## config.mk

```make
export PLATFORM = sky130hd
export DESIGN_NAME = boot_loader
export DESIGN_NICKNAME = d
export VERILOG_FILES = /design/src/pkg/boot_cmd_pkg.sv /design/src/logic/byte_fifo.sv /design/src/logic/chunk_mem.sv /design/src/logic/boot_loader.sv
export SDC_FILE = /design/constraint.sdc
export NUM_CORES = 1
export LEC_CHECK = 0
export BUFFER_PORTS_ARGS = -buffer_cell sky130_fd_sc_hd__buf_2
export CAP_MARGIN = 15
export CORE_MARGIN = 5
export CORE_UTILIZATION = 55
export DETAILED_ROUTE_END_ITERATION = 10
export GPL_ROUTABILITY_DRIVEN = 0
export GPL_TIMING_DRIVEN = 0
export PLACE_DENSITY = 0.76
export SYNTH_ARGS = -nofsm -noshare
export SYNTH_HDL_FRONTEND = slang
export SYNTH_HIERARCHICAL = 1
export SYNTH_SLANG_ARGS = --single-unit
```

## constraint.sdc

```tcl
create_clock -name MCLK -period 3.4 [get_ports MCLK]
set_input_delay 0.34 -clock MCLK [delete_from_list [all_inputs] [get_ports MCLK]]
set_output_delay 0.34 -clock MCLK [all_outputs]
set_load 0.02 [all_outputs]
```

## src/pkg/boot_cmd_pkg.sv

```systemverilog
// boot_cmd_pkg: codes, packet lengths, answer bytes and timing counts
// assumes: byte-wide receive stream from a serial port framer
package boot_cmd_pkg;
    // ==========================================================
    // command codes
    localparam logic [7:0] CMD_SETUP = 8'h21;
    localparam logic [7:0] CMD_RUN = 8'h22;
    localparam logic [7:0] CMD_STATUS = 8'h23;
    localparam logic [7:0] CMD_DATA = 8'h24;
    localparam logic [7:0] CMD_RESET = 8'h25;
    localparam logic [7:0] CMD_PING = 8'h20;
    // ==========================================================
    // packet lengths, counting length and checksum bytes
    localparam logic [7:0] LEN_DATA = 8'h0b;
    localparam logic [7:0] LEN_SETUP = 8'h0b;
    localparam logic [7:0] LEN_RUN = 8'h07;
    localparam logic [7:0] LEN_SHORT = 8'h03;
    localparam logic [7:0] LEN_STATUS_REPLY = 8'h03;
    // ==========================================================
    // answer bytes and status codes
    localparam logic [7:0] ACK_BYTE = 8'hcc;
    localparam logic [7:0] NAK_BYTE = 8'h33;
    localparam logic [7:0] STAT_OK = 8'h40;
    localparam logic [7:0] STAT_FAIL = 8'h43;
    localparam logic [7:0] STAT_BAD_CMD = 8'h41;
    // ==========================================================
    // widths, depths, reset values
    localparam int BYTE_W = 8;
    localparam int FIFO_DEPTH = 4;
    localparam int CHUNK_MAX = 8;
    localparam logic [31:0] ADDR_RST = 32'h0000_0000;
    // ==========================================================
    // timing: pause between acknowledge and jump/reset
    localparam int CLK_HZ = 50_000_000;
    localparam int HANDOFF_NS = 1000;
    localparam int HANDOFF_CYC = (HANDOFF_NS * (CLK_HZ / 1_000_000)) / 1000;
endpackage : boot_cmd_pkg

```

## src/logic/byte_fifo.sv

```systemverilog
// byte_fifo: small synchronous fifo with valid/ready on both sides
// assumes: one clock, synchronous active-high reset, clock enable
`timescale 1ns/1ps
module byte_fifo #(
    parameter int WIDTH = 8,
    parameter int DEPTH = 4
) (
    input wire logic clk,
    input wire logic srst,
    input wire logic ce,
    input wire logic [WIDTH-1:0] in_data,
    input wire logic in_valid,
    output logic in_ready,
    output logic [WIDTH-1:0] out_data,
    output logic out_valid,
    input wire logic out_ready
);
    localparam int AW = $clog2(DEPTH);
    logic [WIDTH-1:0] mem_q [DEPTH];
    logic [AW-1:0] wr_q;
    logic [AW-1:0] rd_q;
    logic [AW:0] cnt_q;
    wire push = ce && in_valid && in_ready;
    wire pop = ce && out_valid && out_ready;
    assign in_ready = (cnt_q != (AW+1)'(DEPTH));
    assign out_valid = (cnt_q != '0);
    assign out_data = mem_q[rd_q];
    always_ff @(posedge clk) begin
        if (srst) begin
            wr_q <= '0;
            rd_q <= '0;
            cnt_q <= '0;
        end else begin
            if (push) begin
                mem_q[wr_q] <= in_data;
                wr_q <= wr_q + 1'b1;
            end
            if (pop) begin
                rd_q <= rd_q + 1'b1;
            end
            cnt_q <= cnt_q + (AW+1)'(push) - (AW+1)'(pop);
        end
    end
endmodule : byte_fifo

```

## src/logic/chunk_mem.sv

```systemverilog
// chunk_mem: eight-byte chunk store, registered read port
// assumes: one clock; write and read addresses from the loader
`timescale 1ns/1ps
module chunk_mem (
    input wire logic clk,
    input wire logic ce,
    input wire logic we,
    input wire logic [2:0] wa,
    input wire logic [7:0] wd,
    input wire logic [2:0] ra,
    output logic [7:0] rd
);
    logic [7:0] mem_q [8];
    always_ff @(posedge clk) begin
        if (ce) begin
            if (we) begin
                mem_q[wa] <= wd;
            end
            rd <= mem_q[ra];
        end
    end
endmodule : chunk_mem

```

## src/logic/boot_loader.sv

```systemverilog
// boot_loader: packet parser and command handler of the serial loader
// assumes: byte stream from a serial port framer on MCLK; flash writer
// takes one byte per FLASH_READY cycle and reports success per byte
//
// Behaviour
// - data-write only while a setup's byte count is still open
// - programming address advances by itself
// - sequence ends after announced byte count
// - rejected chunk leaves address unchanged
// - data-write length 11, checksum bytes 2..10
// - jump carries 32-bit address, msb first
// - acknowledge before jumping
// - jump length 7, checksum bytes 2..6
// - acknowledge before device reset
// - reset command requests full device reset
// - reset packet three bytes, checksum equals command
// - length byte, then checksum of data bytes
// - answer 0xCC acknowledge, 0x33 refusal
// - setup gives 32-bit address and count
// - leading zero bytes are ignored
`timescale 1ns/1ps
module boot_loader
    import boot_cmd_pkg::*;
(
    input wire logic MCLK,
    input wire logic SRST,
    input wire logic CE,
    input wire logic [7:0] RX_DATA,
    input wire logic RX_VALID,
    output logic RX_READY,
    output logic [7:0] TX_DATA,
    output logic TX_VALID,
    input wire logic TX_READY,
    output logic [31:0] FLASH_ADDR,
    output logic [7:0] FLASH_DATA,
    output logic FLASH_WE,
    input wire logic FLASH_READY,
    input wire logic FLASH_OK,
    output logic [31:0] RUN_ADDR,
    output logic RUN_GO,
    output logic RESET_REQ,
    output logic PROG_ACTIVE
);
    typedef enum {
        S_IDLE, S_SUM, S_BODY, S_EXEC, S_ACK, S_WRITE, S_REPLY, S_HOLD
    } state_t;
    typedef enum { H_NONE, H_RUN, H_RESET } handoff_t;

    // ==========================================================
    // input fifo; ready drops for a cycle after each push, so the
    // registered RX_READY never offers room that a push just filled
    logic [7:0] fb;
    logic fv;
    logic fr;
    logic fifo_in_ready;
    logic rx_ready_q;
    wire rx_push = RX_VALID && rx_ready_q;
    byte_fifo #(.WIDTH(BYTE_W), .DEPTH(FIFO_DEPTH)) u_fifo (
        .clk(MCLK),
        .srst(SRST),
        .ce(CE),
        .in_data(RX_DATA),
        .in_valid(rx_push),
        .in_ready(fifo_in_ready),
        .out_data(fb),
        .out_valid(fv),
        .out_ready(fr)
    );

    state_t st_q;
    handoff_t ho_q;
    logic [7:0] len_q;
    logic [7:0] sum_q;
    logic [7:0] acc_q;
    logic [7:0] idx_q;
    logic [7:0] cmd_q;
    logic [63:0] par_q;
    logic [31:0] addr_q;
    logic [31:0] left_q;
    logic seq_q;
    logic ok_q;
    logic good_q;
    logic [7:0] stat_q;
    logic [3:0] wcnt_q;
    logic [3:0] nbytes_q;
    logic [1:0] rep_q;
    logic [15:0] hold_q;
    logic [7:0] tx_q;
    logic txv_q;
    logic we_q;
    logic mem_rd_en_q;
    logic [7:0] mem_rd;
    logic mem_we;
    logic [2:0] mem_wa;

    chunk_mem u_mem (
        .clk(MCLK),
        .ce(CE),
        .we(mem_we),
        .wa(mem_wa),
        .wd(fb),
        .ra(wcnt_q[2:0]),
        .rd(mem_rd)
    );

    // ==========================================================
    // decode
    wire take = fv && fr;
    wire tx_free = !txv_q || TX_READY;
    assign fr = CE && (st_q == S_IDLE || st_q == S_SUM || st_q == S_BODY);
    wire data_idx = (idx_q >= 8'h01) && (idx_q <= 8'h08);
    assign mem_we = take && st_q == S_BODY && cmd_q == CMD_DATA && data_idx;
    assign mem_wa = 3'(idx_q - 8'h01);
    wire [7:0] acc_nx = acc_q + fb;
    wire last = (idx_q == len_q - 8'h03);
    // only data-write, setup, jump and short commands have valid lengths
    wire len_ok = (cmd_q == CMD_DATA && len_q == LEN_DATA)
        || (cmd_q == CMD_SETUP && len_q == LEN_SETUP)
        || (cmd_q == CMD_RUN && len_q == LEN_RUN)
        || ((cmd_q == CMD_RESET || cmd_q == CMD_PING
            || cmd_q == CMD_STATUS) && len_q == LEN_SHORT);
    wire seq_ok = (cmd_q != CMD_DATA) || seq_q;
    wire pkt_ok = good_q && len_ok && seq_ok;
    wire [31:0] chunk = (left_q < 32'(CHUNK_MAX)) ? left_q : 32'(CHUNK_MAX);
    wire [7:0] reply_byte = (rep_q == 2'd0) ? LEN_STATUS_REPLY : stat_q;

    assign RX_READY = rx_ready_q;
    assign TX_DATA = tx_q;
    assign TX_VALID = txv_q;
    assign FLASH_ADDR = addr_q;
    assign FLASH_DATA = mem_rd;
    assign FLASH_WE = we_q;
    assign PROG_ACTIVE = seq_q;

    // ==========================================================
    // packet state machine
    always_ff @(posedge MCLK) begin
        if (SRST) begin
            st_q <= S_IDLE;
            ho_q <= H_NONE;
            len_q <= 8'h00;
            sum_q <= 8'h00;
            acc_q <= 8'h00;
            idx_q <= 8'h00;
            cmd_q <= 8'h00;
            par_q <= 64'h0000_0000_0000_0000;
            addr_q <= ADDR_RST;
            left_q <= 32'h0000_0000;
            seq_q <= 1'b0;
            ok_q <= 1'b0;
            good_q <= 1'b0;
            stat_q <= STAT_OK;
            wcnt_q <= 4'h0;
            nbytes_q <= 4'h0;
            rep_q <= 2'd0;
            hold_q <= 16'h0000;
            tx_q <= 8'h00;
            txv_q <= 1'b0;
            we_q <= 1'b0;
            mem_rd_en_q <= 1'b0;
            rx_ready_q <= 1'b0;
            RUN_ADDR <= 32'h0000_0000;
            RUN_GO <= 1'b0;
            RESET_REQ <= 1'b0;
        end else if (CE) begin
            rx_ready_q <= fifo_in_ready && !rx_push;
            we_q <= 1'b0;
            RUN_GO <= 1'b0;
            if (txv_q && TX_READY) begin
                txv_q <= 1'b0;
            end
            unique case (st_q)
                S_IDLE: if (take && fb != 8'h00) begin
                    len_q <= fb;
                    st_q <= S_SUM;
                end
                S_SUM: if (take) begin
                    sum_q <= fb;
                    // packets shorter than LEN_SHORT skip the body: no stale verdict
                    good_q <= 1'b0;
                    acc_q <= 8'h00;
                    idx_q <= 8'h00;
                    st_q <= (len_q < LEN_SHORT) ? S_EXEC : S_BODY;
                end
                S_BODY: if (take) begin
                    acc_q <= acc_nx;
                    idx_q <= idx_q + 8'h01;
                    if (idx_q == 8'h00) begin
                        cmd_q <= fb;
                    end else begin
                        par_q <= {par_q[55:0], fb};
                    end
                    if (last) begin
                        good_q <= (acc_nx == sum_q);
                        st_q <= S_EXEC;
                    end
                end
                S_EXEC: if (tx_free) begin
                    txv_q <= 1'b1;
                    ok_q <= pkt_ok;
                    tx_q <= pkt_ok ? ACK_BYTE : NAK_BYTE;
                    st_q <= S_ACK;
                    if (pkt_ok) begin
                        unique case (cmd_q)
                            CMD_SETUP: begin
                                addr_q <= par_q[63:32];
                                left_q <= par_q[31:0];
                                seq_q <= (par_q[31:0] != 32'h0000_0000);
                                stat_q <= STAT_OK;
                            end
                            CMD_RUN: begin
                                RUN_ADDR <= par_q[31:0];
                                ho_q <= H_RUN;
                            end
                            CMD_RESET: ho_q <= H_RESET;
                            CMD_PING: stat_q <= STAT_OK;
                            default: ;
                        endcase
                    end else if (good_q && !seq_ok) begin
                        stat_q <= STAT_BAD_CMD;
                    end
                end
                S_ACK: if (tx_free) begin
                    // acknowledge has gone out before any handoff
                    hold_q <= 16'(HANDOFF_CYC);
                    if (ho_q != H_NONE) begin
                        st_q <= S_HOLD;
                    end else if (ok_q && cmd_q == CMD_DATA) begin
                        wcnt_q <= 4'h0;
                        nbytes_q <= 4'(chunk);
                        mem_rd_en_q <= 1'b0;
                        ok_q <= 1'b1;
                        st_q <= S_WRITE;
                    end else if (ok_q && cmd_q == CMD_STATUS) begin
                        rep_q <= 2'd0;
                        st_q <= S_REPLY;
                    end else begin
                        st_q <= S_IDLE; // refusal keeps address
                    end
                end
                S_WRITE: if (wcnt_q == nbytes_q) begin
                    left_q <= left_q - 32'(nbytes_q);
                    if (left_q == 32'(nbytes_q)) begin
                        seq_q <= 1'b0;
                    end
                    stat_q <= ok_q ? STAT_OK : STAT_FAIL;
                    st_q <= S_IDLE;
                end else if (FLASH_READY && !we_q) begin
                    // memory read is registered: one cycle to fetch
                    if (mem_rd_en_q) begin
                        we_q <= 1'b1;
                        mem_rd_en_q <= 1'b0;
                    end else if (!we_q) begin
                        mem_rd_en_q <= 1'b1;
                    end
                end else if (we_q) begin
                    addr_q <= addr_q + 32'h0000_0001;
                    wcnt_q <= wcnt_q + 4'h1;
                    ok_q <= ok_q && FLASH_OK;
                end
                S_REPLY: if (tx_free) begin
                    // reply packet: length, checksum, status byte
                    txv_q <= 1'b1;
                    tx_q <= reply_byte;
                    rep_q <= rep_q + 2'd1;
                    if (rep_q == 2'd2) begin
                        st_q <= S_IDLE;
                    end
                end
                S_HOLD: if (hold_q != 16'h0000) begin
                    hold_q <= hold_q - 16'h0001;
                end else begin
                    RUN_GO <= (ho_q == H_RUN);
                    RESET_REQ <= (ho_q == H_RESET);
                    ho_q <= H_NONE;
                    st_q <= S_IDLE;
                end
                default: st_q <= S_IDLE;
            endcase
        end
    end

    // ==========================================================
    // checks
    a_ack_before_go: assert property (
        @(posedge MCLK) disable iff (SRST)
        $rose(RUN_GO) |-> !TX_VALID)
        else $error("jump issued before acknowledge left");
    a_reset_after_ack: assert property (
        @(posedge MCLK) disable iff (SRST)
        $rose(RESET_REQ) |-> $past(st_q) == S_HOLD)
        else $error("reset requested without acknowledge phase");
    a_nak_keeps_addr: assert property (
        @(posedge MCLK) disable iff (SRST)
        (st_q == S_EXEC && CE && tx_free && !pkt_ok) |=> $stable(addr_q))
        else $error("refused packet moved the address");
    a_nak_byte: assert property (
        @(posedge MCLK) disable iff (SRST)
        (st_q == S_EXEC && CE && tx_free && !good_q) |=> tx_q == NAK_BYTE)
        else $error("bad checksum not refused");
    a_zero_skipped: assert property (
        @(posedge MCLK) disable iff (SRST)
        (st_q == S_IDLE && take && fb == 8'h00) |=> st_q == S_IDLE)
        else $error("zero padding started a packet");
    a_addr_step: assert property (
        @(posedge MCLK) disable iff (SRST)
        (st_q == S_WRITE && CE && we_q && wcnt_q != nbytes_q)
        |=> addr_q == $past(addr_q) + 32'h0000_0001)
        else $error("address did not advance by one");
    a_seq_gate: assert property (
        @(posedge MCLK) disable iff (SRST)
        (st_q == S_EXEC && cmd_q == CMD_DATA && !seq_q && CE && tx_free)
        |=> tx_q == NAK_BYTE)
        else $error("data-write outside a sequence accepted");
    a_seq_end: assert property (
        @(posedge MCLK) disable iff (SRST)
        (st_q == S_WRITE && CE && wcnt_q == nbytes_q
            && left_q == 32'(nbytes_q)) |=> !seq_q)
        else $error("sequence did not end at byte count");
    a_status_kept: assert property (
        @(posedge MCLK) disable iff (SRST)
        (st_q == S_WRITE && CE && wcnt_q == nbytes_q && !ok_q)
        |=> stat_q == STAT_FAIL)
        else $error("failed chunk not recorded");
    c_jump: cover property (@(posedge MCLK) RUN_GO);
    c_reset: cover property (@(posedge MCLK) RESET_REQ);
    c_chunk: cover property (@(posedge MCLK) st_q == S_WRITE && we_q);
    c_nak: cover property (@(posedge MCLK) txv_q && tx_q == NAK_BYTE);
endmodule : boot_loader

```

==> out/metrics.cfg <==
[timing]
layout_min_cycle_time_ns=3.37
relSlewSlack=0.180
finalSetupViolCount=0
max_slew.worst_pin.slew_ns=1.22
skew_ns=0.0254
slew_viol_final=0
finalHoldViolCount=0
max_freq_ghz=0.297
post-route-period-util=0.990

[floorplan]
fp.coreArea_sq_mm=0.0316
start_util=0.556
die_y_microns=189
rows=65
die_w_microns=189
dieArea_sq_mm=0.0356
ios=101

[detailed_routing]
drt-pass1-iter-count=7
routed_wl_microns=54900
wl_per_cell_microns=22.3
vias=16100
drtIter0Drc=2145
vias_per_cell=6.54
ant_nets=0
drc=0

[global_routing]
grt_use_met3=0.0745
antenna_found_initial=0
grt-ovfl-total=0
grt_max_degree=19
grt_pass1_wl_microns=85400
grt.total_usage=0.298
gr-max-usage-layer=met2
grt_util_met2=0.460
globalRouteMet1Util=0.401
grt_pass1_vias=15500

[worst_hold_path]
hp-class=primary input to flip-flop

[logic_synthesis]
avgSynthCellArea_sq_um=9.40
synth_enable_flop_cells=104
synth-seq-area-share=0.470
async_reset_ff_frac=0
synth_ff_type=dfxtp_1
syn_nets=1911
synth_area_sq_mm=0.0175
synthCells=1867
ys_warn_count=6
ys_ff_latch=360
synth.distinct_cells=83

[cells_and_area]
layout_common_cells=256 x dfxtp_1, 245 x nand2_1, 162 x nor2_1, 151 x a21oi_1, 114 x buf_2
stdcell_area_sq_mm=0.0202
register_area_sq_mm=0.00825
final_common_cell=dfxtp_1
multi_input_area_sq_mm=0.00868
nets=2070
layout-drive-gt1-share=0.129
n_fill_cell=2555
area_growth_pct=15.4
insertedDiodeCount=0

[worst_setup_path]
end_kind=flip-flop
path_class=flip-flop to flip-flop
critPathLaunchType=flip-flop
cp.required_ns=3.85
cp_max_fo=10
cp.arrival_ns=3.82

[place]
detailed_place.area_sq_mm=0.0186
port_buffers=100
place_hpwl_microns=37300

[run_status]
outcome=finished, final reports clean

[clock_tree]
cts_buffer_depth=3
ctsHtreeMaxLevel=2
clk_latency_ns=0.55
cts_buffers=40
holdBufCountCts=0
cts.sinks=360
cts_tree=yes
path_clk_slew_ns=0.06
root_buffer=clkbuf_16

[pwr]
power.leakage_nw=7.16
power.density_mw_per_mm2=506
power_mw=10.2
ir_drop_v=0.000331

[flow_run]
maxCapViolCount=0

layer usage:
metal / wire (microns) / up-vias
met5: 0 / -
met4: 2680 / 0
met3: 6410 / 251
met2: 24100 / 1049
met1: 21700 / 7581
li1: - / 7217
where the power goes:
part / switching (mW) / leakage, nW / total (mW) / internal [mW]
registers: 0.0743 / 3.00 / 4.57 / 4.50
logic: 0.591 / 3.45 / 0.921 / 0.331
clock network: 1.81 / 0.703 / 4.74 / 2.93
kinds of logic (layout without fill, tap and decap cells):
group,after synthesis,count (layout),synth area share
and+or+nand+nor,747,747,0.208
DFF,360,360,0.470
xor gates and xnor gates,53,53,0.0265
buffers and inverters,171,362,0.0414
muxes,99,99,0.0775
AOI/OAI and AO/OA,408,408,0.154
adders and majority gates,29,29,0.0220
worst max-delay path, cell delays in order (launching register included):
cell and delay (ns):
dfxtp_1 0.30, clkbuf_1 0.34, inv_1 0.22, nor2_2 0.64
clkbuf_1 0.65, clkbuf_1 0.61, o32ai_1 0.23, a211oi_1 0.28
timing repair:
item                       CTS  global route
setup endpoints to repair   64           130
gates resized for setup     12            24
setup buffers                0            14
pin swaps                    0             3
gates cloned                 0             0
final timing paths:
check | from | to | slack [ns] | cells after the start
max | st_q[0]$_SDFFE_PP0P_ | left_q[27]$_SDFFE_PP0P_ | 0.03 | 7
min | RX_DATA[0] | u_fifo/mem_q[2][0]$_DFFE_PP_ | 0.03 | 1
max reg2reg | st_q[0]$_SDFFE_PP0P_ | left_q[27]$_SDFFE_PP0P_ | 0.03 | 7
min reg2reg | RESET_REQ$_SDFFE_PP0P_ | RESET_REQ$_SDFFE_PP0P_ | 0.45 | 2
synth_stat cells (13+ instances only):
library cell  count  area, sq um
a31oi_1          24          150
a21oi_1         152          761
nand4_1          28          175
o31ai_1          38          285
nor2_1          170          638
or3_1            15         93.8
dfxtp_1         256         5120
a22oi_1          16          120
xor2_1           19          166
nor2b_1          22          138
edfxtp_1        104         3120
a2111oi_0        13          114
nor4_1           53          332
nand2b_1         19          119
nand3_1          63          315
mux4_1           15          394
mux2i_1          66          661
o21ai_0          39          195
inv_1            33          124
nand2_1         245          920
nor3_1           46          230
xnor2_1          34          298
clkbuf_1        101          379
and3_1           15         93.8
ha_1             26          325
buf_1            15         56.3
o311ai_0         18          158
a211oi_1         15          113
cell type report:
cell class / instances / area share
Timing Repair Buffer: 118 / 0.0316
Multi-Input combinational cell: 1336 / 0.429
Clock buffer: 55 / 0.0552
Sequential cell: 360 / 0.407
Tap cell: 402 / 0.0248
Inverter: 33 / 0.00612
Clock inverter: 19 / 0.0162
Buffer: 137 / 0.0298
sequential cells by signal (all words and copies together), names as in the netlist, 8 cells and up, named ones only:
| signal | count |
|---|---|
| left_q | 32 |
| par_q | 64 |
| cmd_q | 8 |
| idx_q | 8 |
| len_q | 8 |
| RUN_ADDR | 32 |
| u_mem/rd | 8 |
| hold_q | 16 |
| FLASH_ADDR | 32 |
| u_fifo/mem_q | 32 |
| u_mem/mem_q | 64 |
| sum_q | 8 |
| acc_q | 8 |
metrics by stage:
step	hold WS [ns]	cells	setup WS, ns	utilization	TNS [ns]
floorplan	0.432	1867	0.0888	-	0
global placement	0.441	2369	-0.942	0.588	-42.98
detailed placement	0.448	2372	-0.924	0.588	-39.57
CTS	0.0133	2445	-0.00821	0.635	-0.0393
global route	0.00986	2460	-0.0569	0.642	-1.24
finish	0.0262	2460	0.0324	0.642	0
Power figures use the tool's default switching activity.
